File: config.mk
export PLATFORM = sky130hd
export DESIGN_NAME = mcp_clock_setup
export DESIGN_NICKNAME = d
export VERILOG_FILES = /design/src/include/mcp_pkg.sv /design/src/rtl/mcp_factor_decode.sv /design/src/rtl/mcp_clock_setup.sv
export SDC_FILE = /design/constraint.sdc
export NUM_CORES = 1
export LEC_CHECK = 0
export ABC_AREA = 1
export BUFFER_PORTS_ARGS = -buffer_cell sky130_fd_sc_hd__buf_2
export CAP_MARGIN = 10
export CORE_ASPECT_RATIO = 0.6
export CORE_MARGIN = 8
export CORE_UTILIZATION = 50
export CTS_BUF_LIST = sky130_fd_sc_hd__clkbuf_4 sky130_fd_sc_hd__clkbuf_8
export CTS_CLUSTER_SIZE = 30
export DETAILED_ROUTE_END_ITERATION = 7
export MAX_ROUTING_LAYER = met4
export PLACE_DENSITY = 0.67
export SYNTH_ARGS = -nofsm -noshare
export SYNTH_HDL_FRONTEND = slang
export SYNTH_SLANG_ARGS = --single-unit
File: constraint.sdc
create_clock -name ref_clk -period 4.5 [get_ports ref_clk]
set_input_delay 0.9 -clock ref_clk [delete_from_list [all_inputs] [get_ports ref_clk]]
set_output_delay 0.9 -clock ref_clk [all_outputs]
set_load 0.1 [all_outputs]
File: src/include/mcp_pkg.sv
// package: register map, field layout, decode and timing constants for modulator clock setup
package mcp_pkg;
    localparam int ADDR_W = 9;
    localparam logic [8:0] OFS_ENABLE = 9'h009;
    localparam logic [8:0] OFS_FACTOR = 9'h00a;
    localparam logic [8:0] OFS_RATE_CONV = 9'h101;
    // field positions
    localparam int FACTOR_LSB = 0;
    localparam int FACTOR_W = 6;
    localparam int BAND_BIT = 6;
    localparam int LOCK_BIT = 7;
    localparam int ENABLE_BIT = 2;
    // reset values: direct clocking, multiplier off
    localparam logic [7:0] RST_ENABLE = 8'h00;
    localparam logic [7:0] RST_FACTOR = 8'h00;
    localparam logic [7:0] RST_RATE_CONV = 8'h00;
    // lock and band search timing
    localparam int CLK_MHZ = 250;
    localparam int LOCK_TIME_NS = 2000;
    localparam int LOCK_CYCLES = (LOCK_TIME_NS * CLK_MHZ + 999) / 1000;
    localparam int BAND_COUNT = 8;
    localparam int BAND_W = 3;
    localparam int BAND_DWELL = 4;
    localparam int CNT_W = 16;
    localparam int MULT_W = 6;

    typedef enum logic [3:0] {
        MCP_OFF = 4'b0001,
        MCP_BAND = 4'b0010,
        MCP_ACQ = 4'b0100,
        MCP_LOCKED = 4'b1000
    } mcp_state_e;
endpackage

File: src/rtl/mcp_factor_decode.sv
// module: factor code to multiplier value table
`timescale 1ns/1ps
module mcp_factor_decode
    import mcp_pkg::*;
(
    input wire logic [mcp_pkg::FACTOR_W-1:0] code,
    output logic [mcp_pkg::MULT_W-1:0] mult
);
    import mcp_pkg::*;

    // ---------------------------------------------
    // decode table
    // ---------------------------------------------
    always_comb begin
        // RULE_11: low code decode
        if (code <= 6'h08) begin
            mult = 6'h08;
        end else if (code == 6'h09) begin
            mult = 6'h09;
        end else if (code <= 6'h0b) begin
            mult = 6'h0a;
        end else if (code <= 6'h0d) begin
            mult = 6'h0c;
        end else if (code <= 6'h11) begin
            mult = code;
        end else if (code <= 6'h13) begin
            mult = 6'h12;
        end else if (code == 6'h14) begin
            mult = 6'h14;
        // RULE_12: high code decode
        end else if (code <= 6'h17) begin
            mult = 6'h15;
        end else if (code == 6'h18) begin
            mult = 6'h18;
        end else if (code <= 6'h1b) begin
            mult = 6'h19;
        end else if (code <= 6'h1d) begin
            mult = 6'h1c;
        end else if (code <= 6'h1f) begin
            mult = 6'h1e;
        end else if (code <= 6'h21) begin
            mult = 6'h20;
        end else if (code <= 6'h29) begin
            mult = 6'h22;
        end else begin
            mult = 6'h2a;
        end
    end
endmodule // mcp_factor_decode

File: src/rtl/mcp_clock_setup.sv
// module: modulator clock source, multiplier enable, lock and band select control
//
// Notes on behaviour
// RULE_01: after reset the multiplier is bypassed; reference drives modulator path.
// RULE_02: oscillator rate is reference times the decoded factor N.
// RULE_03: modulator clock is oscillator halved, 50% duty.
// RULE_04: reference must be 30 to 160 MHz when multiplier used.
// RULE_05: software writes factor code before setting the enable bit.
// RULE_06: after enable the block acquires lock and reports it in factor bit 7.
// RULE_07: after a factor change software clears and sets enable again.
// RULE_08: bring-up: clock, factor, enable=4, band select, converter 0, converter value.
// RULE_09: band-select bit set makes the block search the best oscillator band.
// RULE_10: after sleep or standby software toggles band-select to rerun search.
// RULE_11: codes 1-8 give 8, up to 20 gives 20.
// RULE_12: codes 21 and above decode up to 42.
// RULE_13: after clock loss software resets and reprograms the rate converter.
// RULE_14: writing zero to the converter field resets the converter.
// RULE_15: software waits for lock before the converter reset step.
`timescale 1ns/1ps
module mcp_clock_setup
    import mcp_pkg::*;
#(
    parameter int LOCK_WAIT = LOCK_CYCLES
) (
    input wire logic ref_clk,
    input wire logic sys_rst,
    input wire logic clk_en,
    input wire logic [mcp_pkg::ADDR_W-1:0] reg_addr,
    input wire logic reg_wr,
    input wire logic [7:0] reg_wdata,
    output logic [7:0] reg_rdata,
    input wire logic [mcp_pkg::BAND_COUNT-1:0] band_ok,
    output logic mult_in_use,
    output logic [mcp_pkg::MULT_W-1:0] loop_multiply_factor,
    output logic [mcp_pkg::BAND_W-1:0] band_sel,
    output logic pll_locked,
    output logic rate_converter_reset,
    output logic [5:0] rate_converter
);
    import mcp_pkg::*;

    // ---------------------------------------------
    // registers and state
    // ---------------------------------------------
    logic [7:0] enable_reg, next_enable_reg;
    logic [FACTOR_W-1:0] factor_code, next_factor_code;
    logic band_en, next_band_en;
    logic [5:0] conv_field, next_conv_field;
    mcp_state_e state, next_state;
    logic [CNT_W-1:0] cnt, next_cnt;
    logic [BAND_W-1:0] band, next_band;
    logic [BAND_W-1:0] best, next_best;
    logic best_ok, next_best_ok;
    logic [MULT_W-1:0] mult_dec;
    logic [7:0] next_rdata;
    logic [MULT_W-1:0] applied_mult, next_applied_mult;
    logic band_ok_s1;
    logic [BAND_COUNT-1:0] band_ok_s1v, band_ok_s2;
    logic next_conv_reset;

    // RULE_02: factor to multiplier value
    mcp_factor_decode u_decode (
        .code(factor_code),
        .mult(mult_dec)
    );

    // ---------------------------------------------
    // pin synchroniser for band compare flags
    // ---------------------------------------------
    always_ff @(posedge ref_clk) begin
        if (sys_rst) begin
            band_ok_s1v <= '0;
            band_ok_s2 <= '0;
        end else if (clk_en) begin
            band_ok_s1v <= band_ok;
            band_ok_s2 <= band_ok_s1v;
        end
    end
    assign band_ok_s1 = band_ok_s2[band];

    // ---------------------------------------------
    // register writes and sequencing
    // ---------------------------------------------
    always_comb begin
        next_enable_reg = enable_reg;
        next_factor_code = factor_code;
        next_band_en = band_en;
        next_conv_field = conv_field;
        next_conv_reset = 1'b0;
        next_state = state;
        next_cnt = cnt;
        next_band = band;
        next_best = best;
        next_best_ok = best_ok;
        next_applied_mult = applied_mult;
        if (reg_wr) begin
            case (reg_addr)
                OFS_ENABLE: begin
                    next_enable_reg = reg_wdata;
                end
                OFS_FACTOR: begin
                    next_factor_code = reg_wdata[FACTOR_LSB +: FACTOR_W];
                    next_band_en = reg_wdata[BAND_BIT];
                end
                OFS_RATE_CONV: begin
                    next_conv_field = reg_wdata[5:0];
                    // RULE_14: zero write resets converter
                    next_conv_reset = (reg_wdata[5:0] == 6'h00);
                end
                default: begin
                end
            endcase
        end
        case (state)
            MCP_OFF: begin
                // RULE_06: enable starts acquisition
                if (enable_reg[ENABLE_BIT]) begin
                    // factor is latched here; later code edits need an enable cycle
                    next_applied_mult = mult_dec;
                    next_cnt = '0;
                    next_band = '0;
                    next_best_ok = 1'b0;
                    next_state = band_en ? MCP_BAND : MCP_ACQ;
                end
            end
            MCP_BAND: begin
                // RULE_09: scan bands, keep first passing one
                next_cnt = cnt + 1'b1;
                if (cnt == CNT_W'(BAND_DWELL - 1)) begin
                    next_cnt = '0;
                    if (band_ok_s1 && !best_ok) begin
                        next_best = band;
                        next_best_ok = 1'b1;
                    end
                    if (band == BAND_W'(BAND_COUNT - 1)) begin
                        next_state = MCP_ACQ;
                    end else begin
                        next_band = band + 1'b1;
                    end
                end
            end
            MCP_ACQ: begin
                next_cnt = cnt + 1'b1;
                if (cnt == CNT_W'(LOCK_WAIT - 1)) begin
                    next_state = MCP_LOCKED;
                end
            end
            MCP_LOCKED: begin
            end
            default: begin
                next_state = MCP_OFF;
            end
        endcase
        // RULE_07: clearing enable drops lock
        if (!enable_reg[ENABLE_BIT]) begin
            next_state = MCP_OFF;
        end
        // RULE_10: band-select rising edge reruns search
        if (next_band_en && !band_en && enable_reg[ENABLE_BIT]) begin
            next_cnt = '0;
            next_band = '0;
            next_best_ok = 1'b0;
            next_state = MCP_BAND;
        end
    end

    always_comb begin
        case (reg_addr)
            OFS_ENABLE: next_rdata = enable_reg;
            // RULE_06: lock status in bit 7
            OFS_FACTOR: next_rdata = {next_state == MCP_LOCKED, band_en, factor_code};
            OFS_RATE_CONV: next_rdata = {2'b00, conv_field};
            default: next_rdata = 8'h00;
        endcase
    end

    // ---------------------------------------------
    // state registers
    // ---------------------------------------------
    always_ff @(posedge ref_clk) begin
        // RULE_01: reset to direct clocking
        if (sys_rst) begin
            enable_reg <= RST_ENABLE;
            factor_code <= RST_FACTOR[FACTOR_W-1:0];
            band_en <= 1'b0;
            conv_field <= RST_RATE_CONV[5:0];
            state <= MCP_OFF;
            cnt <= '0;
            band <= '0;
            best <= '0;
            best_ok <= 1'b0;
            applied_mult <= '0;
            reg_rdata <= 8'h00;
        end else if (clk_en) begin
            enable_reg <= next_enable_reg;
            factor_code <= next_factor_code;
            band_en <= next_band_en;
            conv_field <= next_conv_field;
            state <= next_state;
            cnt <= next_cnt;
            band <= next_band;
            best <= next_best;
            best_ok <= next_best_ok;
            applied_mult <= next_applied_mult;
            reg_rdata <= next_rdata;
        end
    end

    // ---------------------------------------------
    // outputs, all registered
    // ---------------------------------------------
    always_ff @(posedge ref_clk) begin
        if (sys_rst) begin
            mult_in_use <= 1'b0;
            loop_multiply_factor <= '0;
            band_sel <= '0;
            pll_locked <= 1'b0;
            rate_converter_reset <= 1'b0;
            rate_converter <= '0;
        end else if (clk_en) begin
            // RULE_03: oscillator halving happens in the clock path once selected
            mult_in_use <= (next_state == MCP_LOCKED);
            loop_multiply_factor <= next_applied_mult;
            band_sel <= (next_state == MCP_BAND) ? next_band : next_best;
            pll_locked <= (next_state == MCP_LOCKED);
            rate_converter_reset <= next_conv_reset;
            rate_converter <= next_conv_field;
        end
    end
endmodule // mcp_clock_setup

==> flow_summary.json, run 1 <==
{
  "grt_pass1_vias": 3548,
  "hold_end": "band_ok_s2[6]",
  "r2r_cells": 12,
  "r2r_end": "band_sel[2]",
  "synth.area.top_cells": "dfxtp_1, nand2_1, nor2_1",
  "ys_ff_latch": 83,
  "wl_mm": 11.1,
  "synth_fp_nets": 640,
  "postCtsSetupRepairBufs": 0,
  "max_slew_margin_pct": 27.0,
  "grt_start_max_net_pins": 43,
  "p_leak_uw": 0.00207,
  "worst_pin_slew_ns": 1.09,
  "worstPathArrival_ns": 2.71,
  "hold_violations": 0,
  "placed_area_sq_um": 4470,
  "rsz0062_at_grt": "no",
  "cp_slowest_cell": "inv_1",
  "power_density_nw_per_um2": 312,
  "antenna_found_initial": 0,
  "cap_violations": 0,
  "rrSetupSlack_ns": 2.51,
  "htree_num_levels": 3,
  "final_area_sq_um": 4670,
  "syn_area_sq_um": 4180,
  "worstPathMaxFanout": 40,
  "die_w_um": 134,
  "whs_path_depth": 2,
  "die_h_um": 86.8,
  "utilization_pct": 58.6,
  "synth_cells": 609,
  "drive_above_1_share_pct": 14.0,
  "port_buffers": 54,
  "ys_async_sr_fraction_pct": 0,
  "drc_errors": 0,
  "highest_layer": "met4",
  "wl_met2_mm": 4.35,
  "die_area_sq_um": 11600,
  "drtAntennaViolNets": 0,
  "run_status": "complete, no violations",
  "nNetsFinal": 682,
  "synth_cell_types": 38,
  "fp.coreArea_sq_um": 7980,
  "hpwlAfterDp_mm": 8.10,
  "antenna_cells": 0,
  "synth_edf_count": 0,
  "wl_met1_mm": 6.05,
  "synth_flop_cell": "dfxtp_1",
  "first_pass_iters": 5,
  "postCtsResizedCells": 0,
  "r2r-start": "band[0]",
  "gp_congestion": 0.889,
  "synth_largest_area_cell": "dfxtp_1",
  "end_kind": "flip-flop",
  "initial_utilization_pct": 52.4,
  "vdd_drop_max_uv": 196,
  "hp-class": "reg -> reg",
  "nFillCells": 783,
  "wl_met3_um": 624,
  "vias": 4042,
  "gr-total-overflow": 0,
  "clockBufferDepth": 2,
  "synth_common_cells": "nand2_1, nor2_1, dfxtp_1",
  "fin_setup_tns_ns": 0,
  "clk_latency_ns": 0.37,
  "grt_pass1_wl_mm": 18.1,
  "vias_per_cell": 5.29,
  "clockRootBuffer": "clkbuf_8",
  "worstSetupPathType": "in -> reg",
  "setup_viol": 0,
  "final.period_utilization_pct": 53.9,
  "fin_skew_ns": 0.00711,
  "min-delay-start": "band_ok_s2[6]",
  "area.growth.synth_to_final_pct": 11.8,
  "synth_warnings": 0,
  "clock.fmax_ghz": 0.412,
  "startpoint_type": "input pin",
  "yosysMostFrequentCell": "nand2_1",
  "cts_buffers": 9,
  "cts_tree": "built",
  "cts.clk_slew.worst_paths_ns": 0.08,
  "synth-seq-area-share_pct": 39.8,
  "largest_register_ffs": 16,
  "fin_cells": 764,
  "report.final.slew_viol_count": 0,
  "slowest_delay_ns": 0.88,
  "avgSynthCellArea_sq_um": 6.86,
  "wl_per_cell_um": 14.5,
  "drtIter0Drc": 400,
  "rows": 25,
  "track_usage_pct": 19.9,
  "fin_crit_ns": 2.43,
  "ios": 55,
  "yosysTopAreaCellShare_pct": 39.8,
  "cp_cell_sequence": "buf_2, inv_1, nand2_2, nor3_1",
  "regMostFlops": "cnt",
  "postCtsHoldBufs": 0,
  "cp.required_ns": 4.79,
  "dp.cells": 748,
  "cts_sinks": 83
}
[power breakdown]
| group | internal, uW | switching (uW) |
|---|---|---|
| sequential | 753 | 13.9 |
| clock | 262 | 282 |
| combinational | 42.0 | 104 |
| total | 1060 | 399 |
[final cells by class]
class	count	area [sq um]	share of cell area, %
Multi-Input combinational cell	425	2110	45.1
Sequential cell	83	1660	35.6
Timing Repair Buffer	56	285	6.11
Inverter	76	285	6.11
Tap cell	108	135	2.89
Clock buffer	10	131	2.81
Clock inverter	6	66.3	1.42
[per-layer routing]
| metal | vias to the layer above | track usage (%) |
|---|---|---|
| met1 | 1835 | 29.5 |
| met5 | - | - |
| met3 | 6 | 5.54 |
| met2 | 125 | 25.5 |
| met4 | 0 | 4.36 |
| li1 | 2076 | - |
[per-stage QoR]
stage | total power, uW | worst slack (ns) | hold slack [ns]
finish | 1460 | 2.07 | 0.464
global route | 1520 | 1.89 | 0.479
CTS | 1470 | 2.10 | 0.467
detailed placement | 927 | 1.70 | 0.452
global placement | 924 | 1.78 | 0.448
floorplan | 891 | 2.23 | 0.429
[critical path, delay by kind of cell]
kind / cells / cell delay (ns)
simple gates: 2 / 0.62
buf+inv: 2 / 1.17
[cells in the final DEF, fill, tap and decap left out, types with 2 or more instances in the layout]
cell type,instances
buf_4,2
o22ai_1,2
o221ai_1,8
nor2_4,2
a31oi_1,3
xnor2_1,3
nor3_4,2
inv_2,4
o211ai_1,4
a21oi_1,46
clkinvlp_4,3
a211oi_1,7
ha_1,2
nor2_1,89
o2111ai_1,2
nand3_1,36
nand4_1,14
clkbuf_8,9
xor2_1,9
nand2_2,3
o21ai_0,46
nor3_1,10
nor2_2,6
inv_1,72
dfxtp_1,83
buf_2,54
nand2_1,121
[kinds of logic (layout without fill, tap and decap cells)]
logic type               count (synthesis)  after routing  synth area share [%]
flip-flops                              83             83                  39.8
AO/OA/AOI/OAI                          120            120                  16.3
adder cells (fa/ha/maj)                  2              2                 0.599
XOR/XNOR                                12             12                  2.52
AND/OR/NAND/NOR                        291            291                  31.0
buffers and inverters                  101            148                  9.85
[worst max path at each step]
stage / startpoint / endpoint / slack, ns / cells after the start
6_report: sys_rst / cnt[1] / 2.07 / 4
5_1_grt: sys_rst / cnt[1] / 1.89 / 4
4_1_cts: sys_rst / cnt[1] / 2.10 / 4
3_5_place_dp: sys_rst / cnt[1] / 1.70 / 4
3_3_place_gp: sys_rst / cnt[3] / 1.78 / 4
2_1_floorplan: pll_locked / pll_locked / 2.23 / 1
Note: power is estimated with default switching activity, not from simulation.
==> inputs of run 2 (changes only) <==
--- a/config.mk
+++ b/config.mk
@@ -15,7 +15,7 @@
 export CTS_CLUSTER_SIZE = 30
 export DETAILED_ROUTE_END_ITERATION = 7
 export MAX_ROUTING_LAYER = met4
-export PLACE_DENSITY = 0.67
+export PLACE_DENSITY = 0.69
 export SYNTH_ARGS = -nofsm -noshare
 export SYNTH_HDL_FRONTEND = slang
 export SYNTH_SLANG_ARGS = --single-unit
==> constraint.sdc (replaced) <==
create_clock -name ref_clk -period 2.1 [get_ports ref_clk]
set_input_delay 0.42 -clock ref_clk [delete_from_list [all_inputs] [get_ports ref_clk]]
set_output_delay 0.42 -clock ref_clk [all_outputs]
set_load 0.1 [all_outputs]
==> flow_summary.json, run 2 (synthesized netlist as in run 1, its figures left out) <==
{
  "run_status": "complete, no violations",
  "worstPathArrival_ns": 2.07,
  "cts.clk_slew.worst_paths_ns": 0.08,
  "gr-total-overflow": 0,
  "cts_tree": "built",
  "cp.required_ns": 2.35,
  "drive_above_1_share_pct": 15.2,
  "setup_viol": 0,
  "grt_start_max_net_pins": 39,
  "p_leak_uw": 0.00212,
  "max_slew_margin_pct": 67.3,
  "htree_num_levels": 3,
  "wl_mm": 11.1,
  "dp_slack_ns": 0.139,
  "power_density_nw_per_um2": 642,
  "clock.fmax_ghz": 0.550,
  "die_w_um": 134,
  "fin_crit_ns": 1.82,
  "ios": 55,
  "worstPathMaxFanout": 5,
  "startpoint_type": "flip-flop",
  "layout_common_cells": "nand2_1, nor2_1, dfxtp_1",
  "clk_latency_ns": 0.36,
  "nNetsFinal": 693,
  "setup_ws_ns": 0.282,
  "port_buffers": 54,
  "r2r_cells": 12,
  "report.final.slew_viol_count": 0,
  "die_area_sq_um": 11600,
  "cts_buffers": 9,
  "track_usage_pct": 20.4,
  "first_pass_iters": 6,
  "clockRootBuffer": "clkbuf_8",
  "area.growth.synth_to_final_pct": 13.1,
  "antenna_cells": 0,
  "final_common_cell": "nand2_1",
  "slowest_delay_ns": 0.38,
  "hpwlAfterDp_mm": 8.21,
  "nFillCells": 775,
  "vias_per_cell": 5.38,
  "fin_skew_ns": 0.00935,
  "drtIter0Drc": 363,
  "cp_slowest_cell": "dfxtp_1",
  "vias": 4154,
  "hp-class": "in -> reg",
  "largest_register_ffs": 16,
  "gp_congestion": 0.908,
  "regMostFlops": "cnt",
  "cp_cell_sequence": "ha_1, nand2_1, nor2_2, nand2_1, nor2_4, nand3_1, nand2_1, nand2_1, nor2_1, nor2_1, nor2_1, nor2_1",
  "grt_pass1_wl_mm": 18.5,
  "initial_utilization_pct": 52.4,
  "hold_violations": 0,
  "clockBufferDepth": 2,
  "final.period_utilization_pct": 86.6,
  "worst_pin_slew_ns": 0.494,
  "grt_pass1_vias": 3827,
  "antenna_found_initial": 0,
  "cts_sinks": 83,
  "die_h_um": 86.8,
  "wl_per_cell_um": 14.4,
  "whs_path_depth": 3,
  "drc_errors": 0,
  "cap_violations": 0,
  "rsz0062_at_grt": "no",
  "vdd_drop_max_uv": 444,
  "end_kind": "flip-flop",
  "drtAntennaViolNets": 0,
  "worstSetupPathType": "reg -> reg",
  "rows": 25,
  "fp.coreArea_sq_um": 7980,
  "fin_setup_tns_ns": 0
}
-- run 2: worst paths after layout --
path / start / endpoint / slack (ns)
worst max-delay path: cnt[0] / band_sel[0] / 0.28
worst max register to register: cnt[0] / band_sel[0] / 0.28
worst min-delay path: band_ok[3] / band_ok_s1v[3] / 0.28
worst min register to register: band_ok_s2[3] / band_ok_s2[3] / 0.46
-- run 2: layer usage --
| layer | global-route usage (%) | wire length (um) |
|---|---|---|
| met3 | 7.16 | 1050 |
| met2 | 26.5 | 4290 |
| met4 | 7.19 | 129 |
| met1 | 28.0 | 5610 |
| met5 | - | 0 |
-- run 2: timing repair --
action | in CTS | in global routing
hold buffers | 0 | 0
buffers inserted | 0 | 0
resized for setup | 0 | 1
endpoints found under the setup margin | 0 | 1
-- run 2: final cells by class --
cell class	count	area, sq um	share of cell area, %
inverters	76	285	6.03
repair buffers	67	368	7.78
multi-input cells	425	2110	44.6
clock buffers	9	124	2.62
clock inverters	4	45.0	0.953
well taps	108	135	2.86
flip-flops and latches	83	1660	35.2
-- run 2: per-stage QoR --
| step | instances | hold slack [ns] | power, uW | instance area, sq um | utilization [%] |
|---|---|---|---|---|---|
| 5_1_grt | 772 | 0.276 | 3180 | 4730 | 59.3 |
| 6_report | 772 | 0.279 | 3040 | 4730 | 59.3 |
| 3_5_place_dp | 759 | 0.449 | 1990 | 4560 | 57.1 |
| 3_3_place_gp | 759 | 0.446 | 1990 | 4560 | 57.1 |
| 4_1_cts | 772 | 0.265 | 3060 | 4720 | 59.2 |
| 2_1_floorplan | 609 | 0.429 | 1910 | 4180 | - |
-- run 2: worst max-delay path: cells and delay by family (launching register included) --
family	cells	cell delay, ns
and+or+nand+nor	11	1.12
DFF	1	0.38
adders and majority gates	1	0.21
-- run 2: power by group --
part	internal, uW	total, uW	switching, uW
Combinational	96.4	322	226
Sequential	1610	1640	27.2
Clock	523	1070	550
==> inputs of run 3 (changes only) <==
--- a/config.mk
+++ b/config.mk
@@ -9,13 +9,12 @@
 export BUFFER_PORTS_ARGS = -buffer_cell sky130_fd_sc_hd__buf_2
 export CAP_MARGIN = 10
 export CORE_ASPECT_RATIO = 0.6
-export CORE_MARGIN = 8
 export CORE_UTILIZATION = 50
 export CTS_BUF_LIST = sky130_fd_sc_hd__clkbuf_4 sky130_fd_sc_hd__clkbuf_8
 export CTS_CLUSTER_SIZE = 30
 export DETAILED_ROUTE_END_ITERATION = 7
 export MAX_ROUTING_LAYER = met4
-export PLACE_DENSITY = 0.69
+export PLACE_DENSITY = 0.67
 export SYNTH_ARGS = -nofsm -noshare
 export SYNTH_HDL_FRONTEND = slang
 export SYNTH_SLANG_ARGS = --single-unit
==> constraint.sdc (replaced) <==
create_clock -name ref_clk -period 2.3 [get_ports ref_clk]
set_input_delay 0.46 -clock ref_clk [delete_from_list [all_inputs] [get_ports ref_clk]]
set_output_delay 0.46 -clock ref_clk [all_outputs]
set_load 0.1 [all_outputs]
==> flow_summary.json, run 3 (synthesized netlist as in run 1, its figures left out) <==
{
  "run_status": "complete, no violations",
  "final.period_utilization_pct": 85.7,
  "fin_skew_ns": 0.00824,
  "clk_latency_ns": 0.36,
  "cp_cell_sequence": "inv_1, nand2_1, nand3_1, nand2_1, nand2_1, nand2_1, nand3_1, nand2_1, nand2_1, nor2_1, nor2_1, nor2_1, nor2_1",
  "hp-class": "in -> reg",
  "r2r-start": "band[0]",
  "layout_common_cells": "nand2_1, nor2_1, dfxtp_1",
  "cts_tree": "built",
  "cap_violations": 0,
  "vias_per_cell": 5.36,
  "port_buffers": 54,
  "antenna_cells": 0,
  "cp-startpoint": "band[0]",
  "postCtsSetupRepairBufs": 0,
  "postCtsHoldBufs": 0,
  "cp.required_ns": 2.54,
  "grt_pass1_vias": 3529,
  "cp_slowest_cell": "dfxtp_1",
  "clockBufferDepth": 2,
  "cts_buffers": 9,
  "nNetsFinal": 690,
  "wl_per_cell_um": 13.9,
  "drc_errors": 0,
  "ios": 55,
  "fin_setup_tns_ns": 0,
  "clockRootBuffer": "clkbuf_8",
  "min-delay-start": "band_ok[0]",
  "htree_num_levels": 3,
  "worstPathMaxFanout": 10,
  "initial_utilization_pct": 52.4,
  "vdd_drop_max_uv": 276,
  "placed_area_sq_um": 4550,
  "p_leak_uw": 0.00212,
  "worst_pin_slew_ns": 0.549,
  "die_h_um": 72.8,
  "clock.fmax_ghz": 0.507,
  "power_density_nw_per_um2": 603,
  "wl_mm": 10.7,
  "grt_pass1_wl_mm": 17.7,
  "end_kind": "flip-flop",
  "final_common_cell": "nand2_1",
  "cts.clk_slew.worst_paths_ns": 0.08,
  "worstPathArrival_ns": 2.21,
  "track_usage_pct": 26.9,
  "rsz0062_at_grt": "no",
  "gr-total-overflow": 0,
  "fp.coreArea_sq_um": 7980,
  "drive_above_1_share_pct": 15.1,
  "r2r_cells": 13,
  "postCtsResizedCells": 0,
  "path_delay_family": "simple AND/OR/NAND/NOR gates",
  "grt_start_max_net_pins": 39,
  "vias": 4136,
  "final_area_sq_um": 4740,
  "first_pass_iters": 5,
  "rows": 25,
  "hpwlAfterDp_mm": 7.90,
  "largest_register_ffs": 16,
  "crit_cells": 13,
  "startpoint_type": "flip-flop",
  "slowest_delay_ns": 0.54,
  "regMostFlops": "cnt",
  "max_slew_margin_pct": 63.4,
  "drtAntennaViolNets": 0,
  "area.growth.synth_to_final_pct": 13.5,
  "crit_buf_inv": 1,
  "report.final.slew_viol_count": 0,
  "antenna_found_initial": 0,
  "gp_congestion": 0.905,
  "hold_violations": 0,
  "die_area_sq_um": 8740,
  "setup_viol": 0,
  "worstSetupPathType": "reg -> reg",
  "whs_path_depth": 3,
  "drtIter0Drc": 364,
  "fin_crit_ns": 1.97,
  "crit_top_cell": "nand2_1",
  "cts_sinks": 83,
  "die_w_um": 120
}
==> run 3: power breakdown <==
part           total [uW]  leakage (uW)  internal, uW  switching (uW)
logic                 296       0.00134          89.3             207
registers            1500      0.000675          1470            25.1
clock network        1060      0.000103           538             526
==> run 3: final timing paths <==
kind	end	slack, ns
max	band_sel[1]	0.33
min	band_ok_s1v[0]	0.32
max reg2reg	band_sel[1]	0.33
min reg2reg	band_ok_s2[4]	0.46
==> run 3: layer usage <==
| metal | part of all wire (%) | track usage, % | wire [um] |
|---|---|---|---|
| met1 | 52 | 40.2 | 5630 |
| met2 | 40 | 35.4 | 4250 |
| met3 | 6.5 | 5.39 | 702 |
| met4 | 1.3 | 8.61 | 140 |
| met5 | 0 | - | 0 |
==> run 3: tightest hold or removal path, delay by kind of cell <==
kind / cells / cell delay (ns)
and+or+nand+nor: 2 / 0.11
buffers and inverters: 1 / 0.08
==> run 3: final cells by class <==
class | count | area (sq um)
Sequential cell | 83 | 1660
Clock buffer | 11 | 145
Inverter | 76 | 285
Fill cell | 787 | 3230
Timing Repair Buffer | 64 | 358
Tap cell | 108 | 135
Multi-Input combinational cell | 425 | 2110
Clock inverter | 5 | 52.6
==> run 3: metrics by stage <==
step                util, %  hold WS (ns)  cells  setup slack, ns  total power (uW)
CTS                    59.5         0.304    772            0.363              2880
finish                 59.5         0.317    772            0.328              2860
floorplan                 -         0.429    609            0.471              1740
global route           59.5         0.318    772           0.0654              2980
detailed placement     57.0         0.450    756            0.242              1820
global placement       57.0         0.445    756            0.247              1820
